===== config.mk =====
export PLATFORM = sky130hd
export DESIGN_NAME = opd_decode
export DESIGN_NICKNAME = d
export VERILOG_FILES = /design/src/rtl/opd_pkg.sv /design/src/rtl/opd_decode.sv
export SDC_FILE = /design/constraint.sdc
export NUM_CORES = 1
export LEC_CHECK = 0
export BUFFER_PORTS_ARGS = -buffer_cell sky130_fd_sc_hd__buf_4
export CORE_MARGIN = 2
export CORE_UTILIZATION = 40
export CTS_BUF_LIST = sky130_fd_sc_hd__clkbuf_8
export DETAILED_ROUTE_END_ITERATION = 12
export GPL_TIMING_DRIVEN = 0
export PLACE_DENSITY = 0.74
export SETUP_SLACK_MARGIN = 0.02
export SYNTH_ARGS = -nofsm -noshare
export SYNTH_HDL_FRONTEND = slang
export SYNTH_SLANG_ARGS = --single-unit

===== constraint.sdc =====
create_clock -name clk -period 2.5 [get_ports clk]
set_clock_uncertainty 0.15 [all_clocks]
set_input_delay 0.5 -clock clk [delete_from_list [all_inputs] [get_ports clk]]
set_output_delay 0.5 -clock clk [all_outputs]
set_load 0.005 [all_outputs]

===== src/rtl/opd_pkg.sv =====
/*
  opd_pkg: constants and types for the opcode decoder.
  assumes a single 200 MHz clock domain and byte-wide opcode fetch.
*/
package opd_pkg;

  // ****************************************
  // escape byte, page-one move and post-increment opcodes, and page-2 opcodes
  // ****************************************
  localparam logic [7:0] OPD_PREBYTE = 8'h9e;
  localparam logic [7:0] OPD_OP_MOV_DD = 8'h4e;
  localparam logic [7:0] OPD_OP_MOV_DIXP = 8'h5e;
  localparam logic [7:0] OPD_OP_MOV_IMD = 8'h6e;
  localparam logic [7:0] OPD_OP_MOV_IXPD = 8'h7e;
  localparam logic [7:0] OPD_OP_CBEQ_IX1P = 8'h61;
  localparam logic [7:0] OPD_OP_CBEQ_IXP = 8'h71;
  localparam logic [7:0] OPD_OP_CPX_SP2 = 8'hd3;
  localparam logic [7:0] OPD_OP_AND_SP2 = 8'hd4;
  localparam logic [7:0] OPD_OP_EOR_SP2 = 8'hd8;
  localparam logic [3:0] OPD_HI_RMW_SP1 = 4'h6;
  localparam logic [3:0] OPD_HI_SP2 = 4'hd;
  localparam logic [3:0] OPD_HI_SP1 = 4'he;
  localparam logic [3:0] OPD_LO_CPX = 4'h3;
  localparam logic [3:0] OPD_LO_AND = 4'h4;
  localparam logic [3:0] OPD_LO_EOR = 4'h8;
  // columns of the stack read-modify-write row that have no stack form
  localparam logic [3:0] OPD_LO_RMW_GAP_A = 4'h2;
  localparam logic [3:0] OPD_LO_RMW_GAP_B = 4'h5;
  localparam logic [3:0] OPD_LO_RMW_GAP_C = 4'he;
  localparam logic [7:0] OPD_OP_CBEQ_SP1 = 8'h61;
  localparam logic [7:0] OPD_OP_DBNZ_SP1 = 8'h6b;
  localparam logic [7:0] OPD_OP_TST_SP1 = 8'h6d;

  // ****************************************
  // entry lengths and cycle counts
  // ****************************************
  localparam logic [2:0] OPD_LEN_SP2 = 3'h4;
  localparam logic [2:0] OPD_LEN_SP1 = 3'h3;
  localparam logic [3:0] OPD_CYC_SP2 = 4'h5;
  localparam logic [3:0] OPD_CYC_SP1 = 4'h4;
  localparam logic [3:0] OPD_CYC_RMW_SP1 = 4'h6;
  localparam logic [2:0] OPD_LEN_CBEQ_SP1 = 3'h4;
  localparam logic [3:0] OPD_CYC_CBEQ_SP1 = 4'h6;
  localparam logic [2:0] OPD_LEN_DBNZ_SP1 = 3'h4;
  localparam logic [3:0] OPD_CYC_DBNZ_SP1 = 4'h8;
  localparam logic [3:0] OPD_CYC_TST_SP1 = 4'h5;
  localparam logic [2:0] OPD_LEN_MOV3 = 3'h3;
  localparam logic [2:0] OPD_LEN_MOV2 = 3'h2;
  localparam logic [3:0] OPD_CYC_DD = 4'h5;
  localparam logic [3:0] OPD_CYC_DIXP = 4'h5;
  localparam logic [3:0] OPD_CYC_IMD = 4'h4;
  localparam logic [3:0] OPD_CYC_IXPD = 4'h5;
  localparam logic [2:0] OPD_LEN_CBEQ_IXP = 3'h2;
  localparam logic [2:0] OPD_LEN_CBEQ_IX1P = 3'h3;
  localparam logic [3:0] OPD_CYC_CBEQ_IXP = 4'h5;
  localparam logic [3:0] OPD_CYC_CBEQ_IX1P = 4'h5;

  typedef enum logic [3:0] {
    OPD_MODE_NONE,
    OPD_MODE_STACK_SHORT,
    OPD_MODE_STACK_LONG,
    OPD_MODE_IDX_POST_INC,
    OPD_MODE_IDX_BYTE_POST_INC,
    OPD_MODE_DIR_TO_DIR,
    OPD_MODE_POST_INC_TO_DIR,
    OPD_MODE_IMM_TO_DIR,
    OPD_MODE_DIR_TO_POST_INC
  } opd_mode_t;

  typedef enum logic [3:0] {
    OPD_OP_NONE,
    OPD_OP_SUB,
    OPD_OP_CMP,
    OPD_OP_SBC,
    OPD_OP_COMPARE_INDEX,
    OPD_OP_AND,
    OPD_OP_BIT,
    OPD_OP_LDA,
    OPD_OP_STA,
    OPD_OP_XOR_ACC,
    OPD_OP_ADC,
    OPD_OP_ORA,
    OPD_OP_ADD,
    OPD_OP_MOVE,
    OPD_OP_CBEQ,
    OPD_OP_RMW
  } opd_op_t;

  // source / destination address path selects
  typedef enum logic [2:0] {
    OPD_PATH_NONE,
    OPD_PATH_DIRECT,
    OPD_PATH_IMMEDIATE,
    OPD_PATH_INDEX_POST_INC,
    OPD_PATH_STACK
  } opd_path_t;

endpackage


===== src/rtl/opd_decode.sv =====
/*
  opd_decode: opcode decoder for the escape page, stack-relative,
  post-increment and memory-to-memory move forms.
  assumes the fetch path presents one opcode byte per valid strobe,
  on the same clock, and consumes the registered decode outputs.
*/
`timescale 1ns/1ps
`default_nettype none

// Summary of operation
// - A byte of 9e with no prefix pending is an escape that makes the next byte decode from page two.
// - Each decoded entry gives opcode, operation, form, byte length and cycle count.
// - Stack forms add an 8-bit or a 16-bit offset to the stack pointer.
// - Post-increment indexed forms, no offset or one-byte offset, bump the index.
// - Moves offer direct to direct and post-increment source to direct.
// - Moves also offer immediate to direct and direct to post-increment.
// - Page-two d3 is compare index 16-bit stack, 4 bytes 5 cycles; d4 is and.
// - Page-two d8 is exclusive-or with 16-bit stack offset, 4 bytes 5 cycles.

module opd_decode
  import opd_pkg::*;
(
  // clock and reset
  input wire logic clk,
  input wire logic reset_n,
  // opcode byte from fetch path
  input wire logic byte_valid,
  input wire logic [7:0] byte_data,
  // decoded entry
  output logic dec_valid,
  output logic [15:0] dec_opcode,
  output opd_op_t dec_op,
  output opd_mode_t dec_mode,
  output logic [2:0] dec_bytes,
  output logic [3:0] dec_cycles,
  output opd_path_t dec_src_path,
  output opd_path_t dec_dst_path,
  output logic dec_index_post_inc,
  output logic dec_illegal,
  output logic page2_pending
);

  // ****************************************
  // page-two table lookup
  // ****************************************
  typedef struct packed {
    logic ok;
    opd_op_t op;
    opd_mode_t mode;
    logic [2:0] len;
    logic [3:0] cyc;
  } opd_entry_t;

  // alu column shared by the 8-bit and 16-bit stack rows
  function automatic opd_op_t opd_alu_op(input logic [3:0] lo);
    opd_op_t r;
    r = OPD_OP_NONE;
    unique case (lo)
      4'h0: r = OPD_OP_SUB;
      4'h1: r = OPD_OP_CMP;
      4'h2: r = OPD_OP_SBC;
      OPD_LO_CPX: r = OPD_OP_COMPARE_INDEX;
      OPD_LO_AND: r = OPD_OP_AND;
      4'h5: r = OPD_OP_BIT;
      4'h6: r = OPD_OP_LDA;
      4'h7: r = OPD_OP_STA;
      OPD_LO_EOR: r = OPD_OP_XOR_ACC;
      4'h9: r = OPD_OP_ADC;
      4'ha: r = OPD_OP_ORA;
      4'hb: r = OPD_OP_ADD;
      default: r = OPD_OP_NONE;
    endcase
    return r;
  endfunction

  // only columns confirmed for the stack rows are kept; others are illegal
  function automatic opd_entry_t opd_page2(input logic [7:0] b);
    opd_entry_t e;
    e = '0;
    if (b[7:4] == OPD_HI_SP2 && opd_alu_op(b[3:0]) != OPD_OP_NONE) begin
      e = '{1'b1, opd_alu_op(b[3:0]), OPD_MODE_STACK_LONG, OPD_LEN_SP2,
            OPD_CYC_SP2};
    end else if (b[7:4] == OPD_HI_SP1 &&
                 opd_alu_op(b[3:0]) != OPD_OP_NONE) begin
      e = '{1'b1, opd_alu_op(b[3:0]), OPD_MODE_STACK_SHORT, OPD_LEN_SP1,
            OPD_CYC_SP1};
    end else if (b[7:4] == OPD_HI_RMW_SP1 &&
                 !(b[3:0] inside {OPD_LO_RMW_GAP_A, OPD_LO_RMW_GAP_B,
                                  OPD_LO_RMW_GAP_C})) begin
      e = '{1'b1, OPD_OP_RMW, OPD_MODE_STACK_SHORT, OPD_LEN_SP1,
            OPD_CYC_RMW_SP1};
    end
    // entries of the row whose length or timing differ
    if (b == OPD_OP_CBEQ_SP1) begin
      e = '{1'b1, OPD_OP_CBEQ, OPD_MODE_STACK_SHORT, OPD_LEN_CBEQ_SP1,
            OPD_CYC_CBEQ_SP1};
    end
    if (b == OPD_OP_DBNZ_SP1) begin
      e = '{1'b1, OPD_OP_RMW, OPD_MODE_STACK_SHORT, OPD_LEN_DBNZ_SP1,
            OPD_CYC_DBNZ_SP1};
    end
    if (b == OPD_OP_TST_SP1) begin
      e = '{1'b1, OPD_OP_RMW, OPD_MODE_STACK_SHORT, OPD_LEN_SP1,
            OPD_CYC_TST_SP1};
    end
    // compare index, and and exclusive-or, long stack form
    if (b == OPD_OP_CPX_SP2) begin
      e = '{1'b1, OPD_OP_COMPARE_INDEX, OPD_MODE_STACK_LONG, OPD_LEN_SP2,
            OPD_CYC_SP2};
    end
    if (b == OPD_OP_AND_SP2) begin
      e = '{1'b1, OPD_OP_AND, OPD_MODE_STACK_LONG, OPD_LEN_SP2,
            OPD_CYC_SP2};
    end
    if (b == OPD_OP_EOR_SP2) begin
      e = '{1'b1, OPD_OP_XOR_ACC, OPD_MODE_STACK_LONG, OPD_LEN_SP2,
            OPD_CYC_SP2};
    end
    return e;
  endfunction

  // ****************************************
  // page-one forms covered here
  // ****************************************
  function automatic opd_entry_t opd_page1(input logic [7:0] b);
    opd_entry_t e;
    e = '0;
    unique case (b)
      OPD_OP_MOV_DD: e = '{1'b1, OPD_OP_MOVE, OPD_MODE_DIR_TO_DIR,
                           OPD_LEN_MOV3, OPD_CYC_DD};
      OPD_OP_MOV_IXPD: e = '{1'b1, OPD_OP_MOVE, OPD_MODE_POST_INC_TO_DIR,
                             OPD_LEN_MOV2, OPD_CYC_IXPD};
      OPD_OP_MOV_IMD: e = '{1'b1, OPD_OP_MOVE, OPD_MODE_IMM_TO_DIR,
                            OPD_LEN_MOV3, OPD_CYC_IMD};
      OPD_OP_MOV_DIXP: e = '{1'b1, OPD_OP_MOVE, OPD_MODE_DIR_TO_POST_INC,
                             OPD_LEN_MOV2, OPD_CYC_DIXP};
      OPD_OP_CBEQ_IXP: e = '{1'b1, OPD_OP_CBEQ, OPD_MODE_IDX_POST_INC,
                             OPD_LEN_CBEQ_IXP, OPD_CYC_CBEQ_IXP};
      OPD_OP_CBEQ_IX1P: e = '{1'b1, OPD_OP_CBEQ,
                              OPD_MODE_IDX_BYTE_POST_INC,
                              OPD_LEN_CBEQ_IX1P, OPD_CYC_CBEQ_IX1P};
      default: e = '0;
    endcase
    return e;
  endfunction

  // ****************************************
  // next-state logic
  // ****************************************
  opd_entry_t ent;
  logic next_page2_pending;
  logic next_dec_valid;
  logic [15:0] next_dec_opcode;
  opd_op_t next_dec_op;
  opd_mode_t next_dec_mode;
  logic [2:0] next_dec_bytes;
  logic [3:0] next_dec_cycles;
  opd_path_t next_src, next_dst;
  logic next_post_inc, next_illegal;

  always_comb begin
    ent = '0;
    next_page2_pending = page2_pending;
    next_dec_valid = 1'b0;
    next_dec_opcode = dec_opcode;
    next_dec_op = dec_op;
    next_dec_mode = dec_mode;
    next_dec_bytes = dec_bytes;
    next_dec_cycles = dec_cycles;
    next_src = dec_src_path;
    next_dst = dec_dst_path;
    next_post_inc = dec_index_post_inc;
    next_illegal = dec_illegal;
    if (byte_valid) begin
      if (!page2_pending && byte_data == OPD_PREBYTE) begin
        next_page2_pending = 1'b1;
      end else begin
        ent = page2_pending ? opd_page2(byte_data) : opd_page1(byte_data);
        next_page2_pending = 1'b0;
        next_dec_valid = 1'b1;
        next_dec_opcode = page2_pending ? {OPD_PREBYTE, byte_data}
                                        : {8'h00, byte_data};
        next_dec_op = ent.op;
        next_dec_mode = ent.mode;
        next_dec_bytes = ent.len;
        next_dec_cycles = ent.cyc;
        next_illegal = page2_pending && !ent.ok;
        next_src = OPD_PATH_NONE;
        next_dst = OPD_PATH_NONE;
        next_post_inc = 1'b0;
        unique case (ent.mode)
          OPD_MODE_STACK_SHORT, OPD_MODE_STACK_LONG: begin
            next_src = OPD_PATH_STACK;
          end
          OPD_MODE_IDX_POST_INC, OPD_MODE_IDX_BYTE_POST_INC: begin
            next_src = OPD_PATH_INDEX_POST_INC;
            next_post_inc = 1'b1;
          end
          OPD_MODE_DIR_TO_DIR: begin
            next_src = OPD_PATH_DIRECT;
            next_dst = OPD_PATH_DIRECT;
          end
          OPD_MODE_POST_INC_TO_DIR: begin
            next_src = OPD_PATH_INDEX_POST_INC;
            next_dst = OPD_PATH_DIRECT;
            next_post_inc = 1'b1;
          end
          OPD_MODE_IMM_TO_DIR: begin
            next_src = OPD_PATH_IMMEDIATE;
            next_dst = OPD_PATH_DIRECT;
          end
          OPD_MODE_DIR_TO_POST_INC: begin
            next_src = OPD_PATH_DIRECT;
            next_dst = OPD_PATH_INDEX_POST_INC;
            next_post_inc = 1'b1;
          end
          OPD_MODE_NONE: begin
          end
          default: begin
          end
        endcase
      end
    end
  end

  // ****************************************
  // registers
  // ****************************************
  always_ff @(posedge clk) begin
    if (!reset_n) begin
      page2_pending <= 1'b0;
      dec_valid <= 1'b0;
      dec_opcode <= 16'h0000;
      dec_op <= OPD_OP_NONE;
      dec_mode <= OPD_MODE_NONE;
      dec_bytes <= 3'h0;
      dec_cycles <= 4'h0;
      dec_src_path <= OPD_PATH_NONE;
      dec_dst_path <= OPD_PATH_NONE;
      dec_index_post_inc <= 1'b0;
      dec_illegal <= 1'b0;
    end else begin
      page2_pending <= next_page2_pending;
      dec_valid <= next_dec_valid;
      dec_opcode <= next_dec_opcode;
      dec_op <= next_dec_op;
      dec_mode <= next_dec_mode;
      dec_bytes <= next_dec_bytes;
      dec_cycles <= next_dec_cycles;
      dec_src_path <= next_src;
      dec_dst_path <= next_dst;
      dec_index_post_inc <= next_post_inc;
      dec_illegal <= next_illegal;
    end
  end

endmodule

`default_nettype wire


* Word level (Yosys, flattened, before mapping)
Memories as Yosys holds them, arrays and structs flattened.
Index checks and enable logic that the tools add are counted.
** Storage, ports and cells
- Bits in registers :: 41
- ROM bits :: 256
- Memories :: 4
** Operators by class
- Equality and inequality tests :: 26
- Mux-type cells :: 26
- Bitwise operators :: 1
- Reductions and logical operators :: 18
** Memory list
- (no name shown) :: depth 16, width 4, rd ports 1, clocked after Yosys merged registers in 0, wr ports 0, RTL line opd_decode.sv:58 : unique case (lo)
- (no name shown) :: depth 16, width 4, rd ports 1, clocked after Yosys merged registers in 0, wr ports 0, RTL line opd_decode.sv:58
- (no name shown) :: depth 16, width 4, rd ports 1, clocked after Yosys merged registers in 0, wr ports 0, RTL line opd_decode.sv:58
- (no name shown) :: depth 16, width 4, rd ports 1, clocked after Yosys merged registers in 0, wr ports 0, RTL line opd_decode.sv:58
** Operator list (count)
- $mux 16 :: 15
- $pmux 16 s6 :: 1
- $eq 8x7->1 const B :: 8
- $eq 8x8->1 const B :: 4
- $eq 4x3->1 const B :: 6
- $mux 4 :: 5
- $eq 4x4->1 const B :: 4
- $eq 4x2->1 const B :: 3
- $pmux 3 s4 :: 1
- $reduce_bool 4->1 :: 2
- $reduce_or 3->1 :: 2
- $logic_and 1x1->1 :: 5
- $eq 4x1->1 const B :: 1
- $pmux 2 s2 :: 1
- $reduce_and 2->1 :: 2
- $reduce_or 2->1 :: 2
- $reduce_or 4->1 :: 1
- $logic_not 1->1 :: 3
- $mux 1 :: 3
- $reduce_bool 3->1 :: 1
- $not 1->1 :: 1

* Logic depth before layout (Yosys ltp)
- Depth after elaboration :: 25
- Mapped depth :: 8
- Gate-level depth less buffers :: 7

* Worst setup path after synthesis
No wires, ideal clock.
- Path kind :: in2reg
- Start point :: input byte_data[0]
- End point :: register dec_dst_path[0]
- Library setup time :: 0.124 ns
- Data arrival time :: 1.959 ns
- Path slack :: 0.266 ns
- Cell stages on the path :: 7
- Buffers on the path :: 0
- Cell sequence :: inv_1 > ha_1 > or4b_1 > and2_1 > a22o_1 > a211oi_2 > o31ai_1
** Between the ends
- Cells in the longest elaborated chain, start to end :: 20
** RTL lines
- start, declared :: RTL line opd_decode.sv:28 : input wire logic [7:0] byte_data,
- $mem_v2 16x4
- $mux 4 :: RTL line opd_decode.sv:80 : if (b[7:4] == OPD_HI_SP2 && opd_alu_op(b[3:0]) != OPD_OP_NONE) begin
- $mux 4 :: RTL line opd_decode.sv:175 : if (!page2_pending && byte_data == OPD_PREBYTE) begin
- $mux 4 :: RTL line opd_decode.sv:174 : if (byte_valid) begin
- $reduce_bool 4->1 :: RTL line opd_decode.sv:84 : opd_alu_op(b[3:0]) != OPD_OP_NONE) begin
- $logic_and 1x1->1 :: RTL line opd_decode.sv:83 : end else if (b[7:4] == OPD_HI_SP1 &&
- $mux 16 :: RTL line opd_decode.sv:83
- $mux 16 :: RTL line opd_decode.sv:80
- [... 4 more ...]
- $mux 16 :: RTL line opd_decode.sv:111 : if (b == OPD_OP_AND_SP2) begin
- $mux 16 :: RTL line opd_decode.sv:115 : if (b == OPD_OP_EOR_SP2) begin
- $mux 16 :: RTL line opd_decode.sv:175
- $mux 16 :: RTL line opd_decode.sv:174
- $mux 16 :: RTL line opd_decode.sv:178 : ent = page2_pending ? opd_page2(byte_data) : opd_page1(byte_data);
- $eq 4x3->1 :: RTL line opd_decode.sv:191 : unique case (ent.mode)
- $reduce_or 3->1 (no source line)
- $pmux 2 s2 :: RTL line opd_decode.sv:191
- end signal, assigned :: RTL line opd_decode.sv:251 : dec_dst_path <= next_dst;
- end, declared :: RTL line opd_decode.sv:37 : output opd_path_t dec_dst_path,
Several ways; a longest one is shown, not always the timed one. The select of a mux whose other input is x is not followed.
A chain may end at the register's enable or synchronous reset.

* Worst setup path after layout
- Start point :: input byte_data[0]
- End point :: register dec_op[0]
** Between the ends
- Cells in the longest elaborated chain, start to end :: 17
** RTL lines
- $mem_v2 16x4
- $mux 4 :: RTL line opd_decode.sv:80
- $mux 4 :: RTL line opd_decode.sv:175
- $mux 4 :: RTL line opd_decode.sv:174
- $reduce_bool 4->1 :: RTL line opd_decode.sv:84
- $logic_and 1x1->1 :: RTL line opd_decode.sv:83
- $mux 16 :: RTL line opd_decode.sv:83
- $mux 16 :: RTL line opd_decode.sv:80
- $mux 16 :: RTL line opd_decode.sv:94 : if (b == OPD_OP_CBEQ_SP1) begin
- $mux 16 :: RTL line opd_decode.sv:98 : if (b == OPD_OP_DBNZ_SP1) begin
- $mux 16 :: RTL line opd_decode.sv:102 : if (b == OPD_OP_TST_SP1) begin
- $mux 16 :: RTL line opd_decode.sv:107 : if (b == OPD_OP_CPX_SP2) begin
- $mux 16 :: RTL line opd_decode.sv:111
- $mux 16 :: RTL line opd_decode.sv:115
- $mux 16 :: RTL line opd_decode.sv:175
- $mux 16 :: RTL line opd_decode.sv:174
- $mux 16 :: RTL line opd_decode.sv:178
- end signal, assigned :: RTL line opd_decode.sv:246 : dec_op <= next_dec_op;
- end, declared :: RTL line opd_decode.sv:32 : output opd_op_t dec_op,
Several ways; a longest one is shown, not always the timed one. The select of a mux whose other input is x is not followed.

==> results.sh <==
export IMPL_endpoint_kind="flip-flop"
export IMPL_vias=1997
export IMPL_ys_seq_area_frac=0.338
export IMPL_ios=52
export IMPL_drive_gt1_frac=0.274
export IMPL_ys_seq_elements=33
export IMPL_diodes=0
export IMPL_drtPass1Iterations=4
export IMPL_initial_core_util=0.413
export IMPL_worstPathRequired_ns=2.54
export IMPL_whs_ns=0.303
export IMPL_grt_use_met2=0.311
export IMPL_period_share=0.941
export IMPL_nNetsFinal=314
export IMPL_die_y_um=73.9
export IMPL_finish_utilization=0.519
export IMPL_busiest_layer="met2"
export IMPL_rsz0062_at_grt="no"
export IMPL_gp_routability_congestion=0.941
export IMPL_fin_setup_tns_ns=0
export IMPL_cts_buffers=5
export IMPL_hold_violations=0
export IMPL_grt_pass1_vias=1714
export IMPL_place_ws_ns=-0.135
export IMPL_synth_edff_count=0
export IMPL_antenna_found_initial=0
export IMPL_timing_fmax_mhz=425
export IMPL_grt_util_met1=0.294
export IMPL_irDropWorstVdd_uv=253
export IMPL_grt_util_all_layers=0.207
export IMPL_async_flop_share=0
export IMPL_total_leakage_power_nw=1.02
export IMPL_cp_max_fo=10
export IMPL_cts_htree_levels=2
export IMPL_coreArea_mm2=0.00472
export IMPL_post_drt_wl_per_cell_um=14.9
export IMPL_clock_sinks=33
export IMPL_ys_warn_count=0
export IMPL_setup_worst_path_start_class="primary input"
export IMPL_io_buffer_count=43
export IMPL_syn_inst=245
export IMPL_powerDensity_mw_per_mm2=469
export IMPL_dominantRegCellSynth="dfxtp_1"
export IMPL_hold_buffers=0
export IMPL_dpl_cell_area_mm2=0.00237
export IMPL_hold_class="reg2reg"
export IMPL_tightestPinTransition_ns=0.534
export IMPL_status="finished clean"
export IMPL_root_buffer="clkbuf_8"
export IMPL_overflow=0
export IMPL_routed_wl_um=5440
export IMPL_slew_headroom=0.642
export IMPL_cap_violations=0
export IMPL_cts_tree="yes"
export IMPL_cp_arrival_ns=2.39
export IMPL_post_route_min_period_ns=2.35
export IMPL_yosysUniqueCellTypes=61
export IMPL_grt_util_met3=0.0494
export IMPL_syn_area_mm2=0.00195
export IMPL_layout_area_overhead_vs_synth_pct=25.6
export IMPL_ctsResizeCount=0
export IMPL_fin_area_mm2=0.00245
export IMPL_num_rows=25
export IMPL_clk_pin_slew_ns=0.06
export IMPL_first_iter_violations=135
export IMPL_drc=0
export IMPL_vias_per_cell=5.46
export IMPL_hpwl_um=4120
export IMPL_dieArea_mm2=0.00545
export IMPL_grt_max_degree=11
export IMPL_postCtsSetupBuffers=0
export IMPL_slew_violations=0
export IMPL_die_w_um=73.9
export IMPL_clock_latency_ns=0.27
export IMPL_ant_nets=0
export IMPL_avgSynthCellArea_um2=7.97
export IMPL_setup_viol=0
export IMPL_cts_buffer_depth=2
export IMPL_crit_type="in2reg"
export IMPL_grt_pass1_wl_um=8630
export IMPL_worst_slack_ns=0.148
state kept, by name, summed over array words and instances (netlist names):
signal	cells
dec_bytes	3
dec_cycles	4
dec_dst_path	2
dec_illegal	1
dec_index_post_inc	1
dec_mode	4
dec_op	4
dec_opcode	9
dec_src_path	3
dec_valid	1
page2_pending	1
critical path, cell delays in order:
cell      delay [ns]
buf_4           0.15
inv_1           0.12
ha_1            0.29
nand3_2         0.20
o41ai_2         0.53
buf_4           0.27
nand2_1         0.08
a221oi_2        0.24
through the flow:
stage               power, mW  std cells
global placement        0.785        358
CTS                      1.16        366
finish                   1.15        366
floorplan               0.703        248
global route             1.21        366
detailed placement      0.786        358
cells in the final DEF, fill, tap and decap left out, drive strengths merged, types with 2 or more instances in the layout:
cell type,count
clkbuf,11
ha,5
a21boi,2
nand3,9
a21o,2
a31oi,4
o22ai,2
nand2,38
conb,4
clkinv,3
mux2i,4
buf,63
a22o,3
o21a,2
o41ai,2
inv,6
nor3,2
dfxtp,33
a21oi,27
nor2,12
a211oi,3
a22oi,2
nand2b,5
nand3b,3
and2,2
a21bo,2
o21ai,23
synthesized netlist by cell type, drive strengths merged (3+ instances only):
library cell	number	area (µm²)
clkbuf	6	22.5
nand3b	3	22.5
ha	5	62.6
a22o	3	26.3
nand2	38	143
nor2	12	52.6
a31oi	4	25.0
mux2i	4	40.0
a211oi	3	40.0
inv	5	18.8
buf	20	125
o21ai	23	115
nand2b	5	31.3
nand3	9	50.1
a21oi	27	135
dfxtp	33	661
power by group:
part | switching, mW | total [mW] | leakage (nW) | internal (mW)
combinational | 0.128 | 0.221 | 0.703 | 0.0936
clock | 0.185 | 0.373 | 0.0491 | 0.188
sequential | 0.0109 | 0.557 | 0.270 | 0.546
logic make-up (layout without fill, tap and decap cells):
family | after synthesis | in the layout | share of synthesized area
xor gates and xnor gates | 2 | 2 | 0.00898
muxes | 4 | 4 | 0.0205
other | 1 | 4 | 0.00192
AOI/OAI and AO/OA | 83 | 83 | 0.279
and+or+nand+nor | 85 | 85 | 0.231
adders and majority gates | 5 | 5 | 0.0321
DFF | 33 | 33 | 0.338
buffers and inverters | 32 | 83 | 0.0872
area by class of cell:
cell class,count,area [µm²]
buffer,26,148
clock buffer,5,68.8
clock inverter,3,13.8
fill,491,2270
inverter,6,22.5
multi-input combinational,183,1130
sequential,33,661
tap,67,83.8
timing repair buffer,43,323
path summary, 6_finish.rpt:
kind | start | cells past startpoint | end | slack [ns]
min reg2reg | dec_opcode[4] | 2 | dec_opcode[4] | 0.30
min | dec_opcode[4] | 2 | dec_opcode[4] | 0.30
max reg2reg | page2_pending | 5 | dec_op[0] | 0.51
max | byte_data[0] | 8 | dec_op[0] | 0.15
layer usage:
layer  share of wire  wire length, µm
met1            0.45             2470
met2            0.46             2490
met3           0.074              403
met4           0.013               71
met5               0                0
Power figures use the tool's default switching activity.
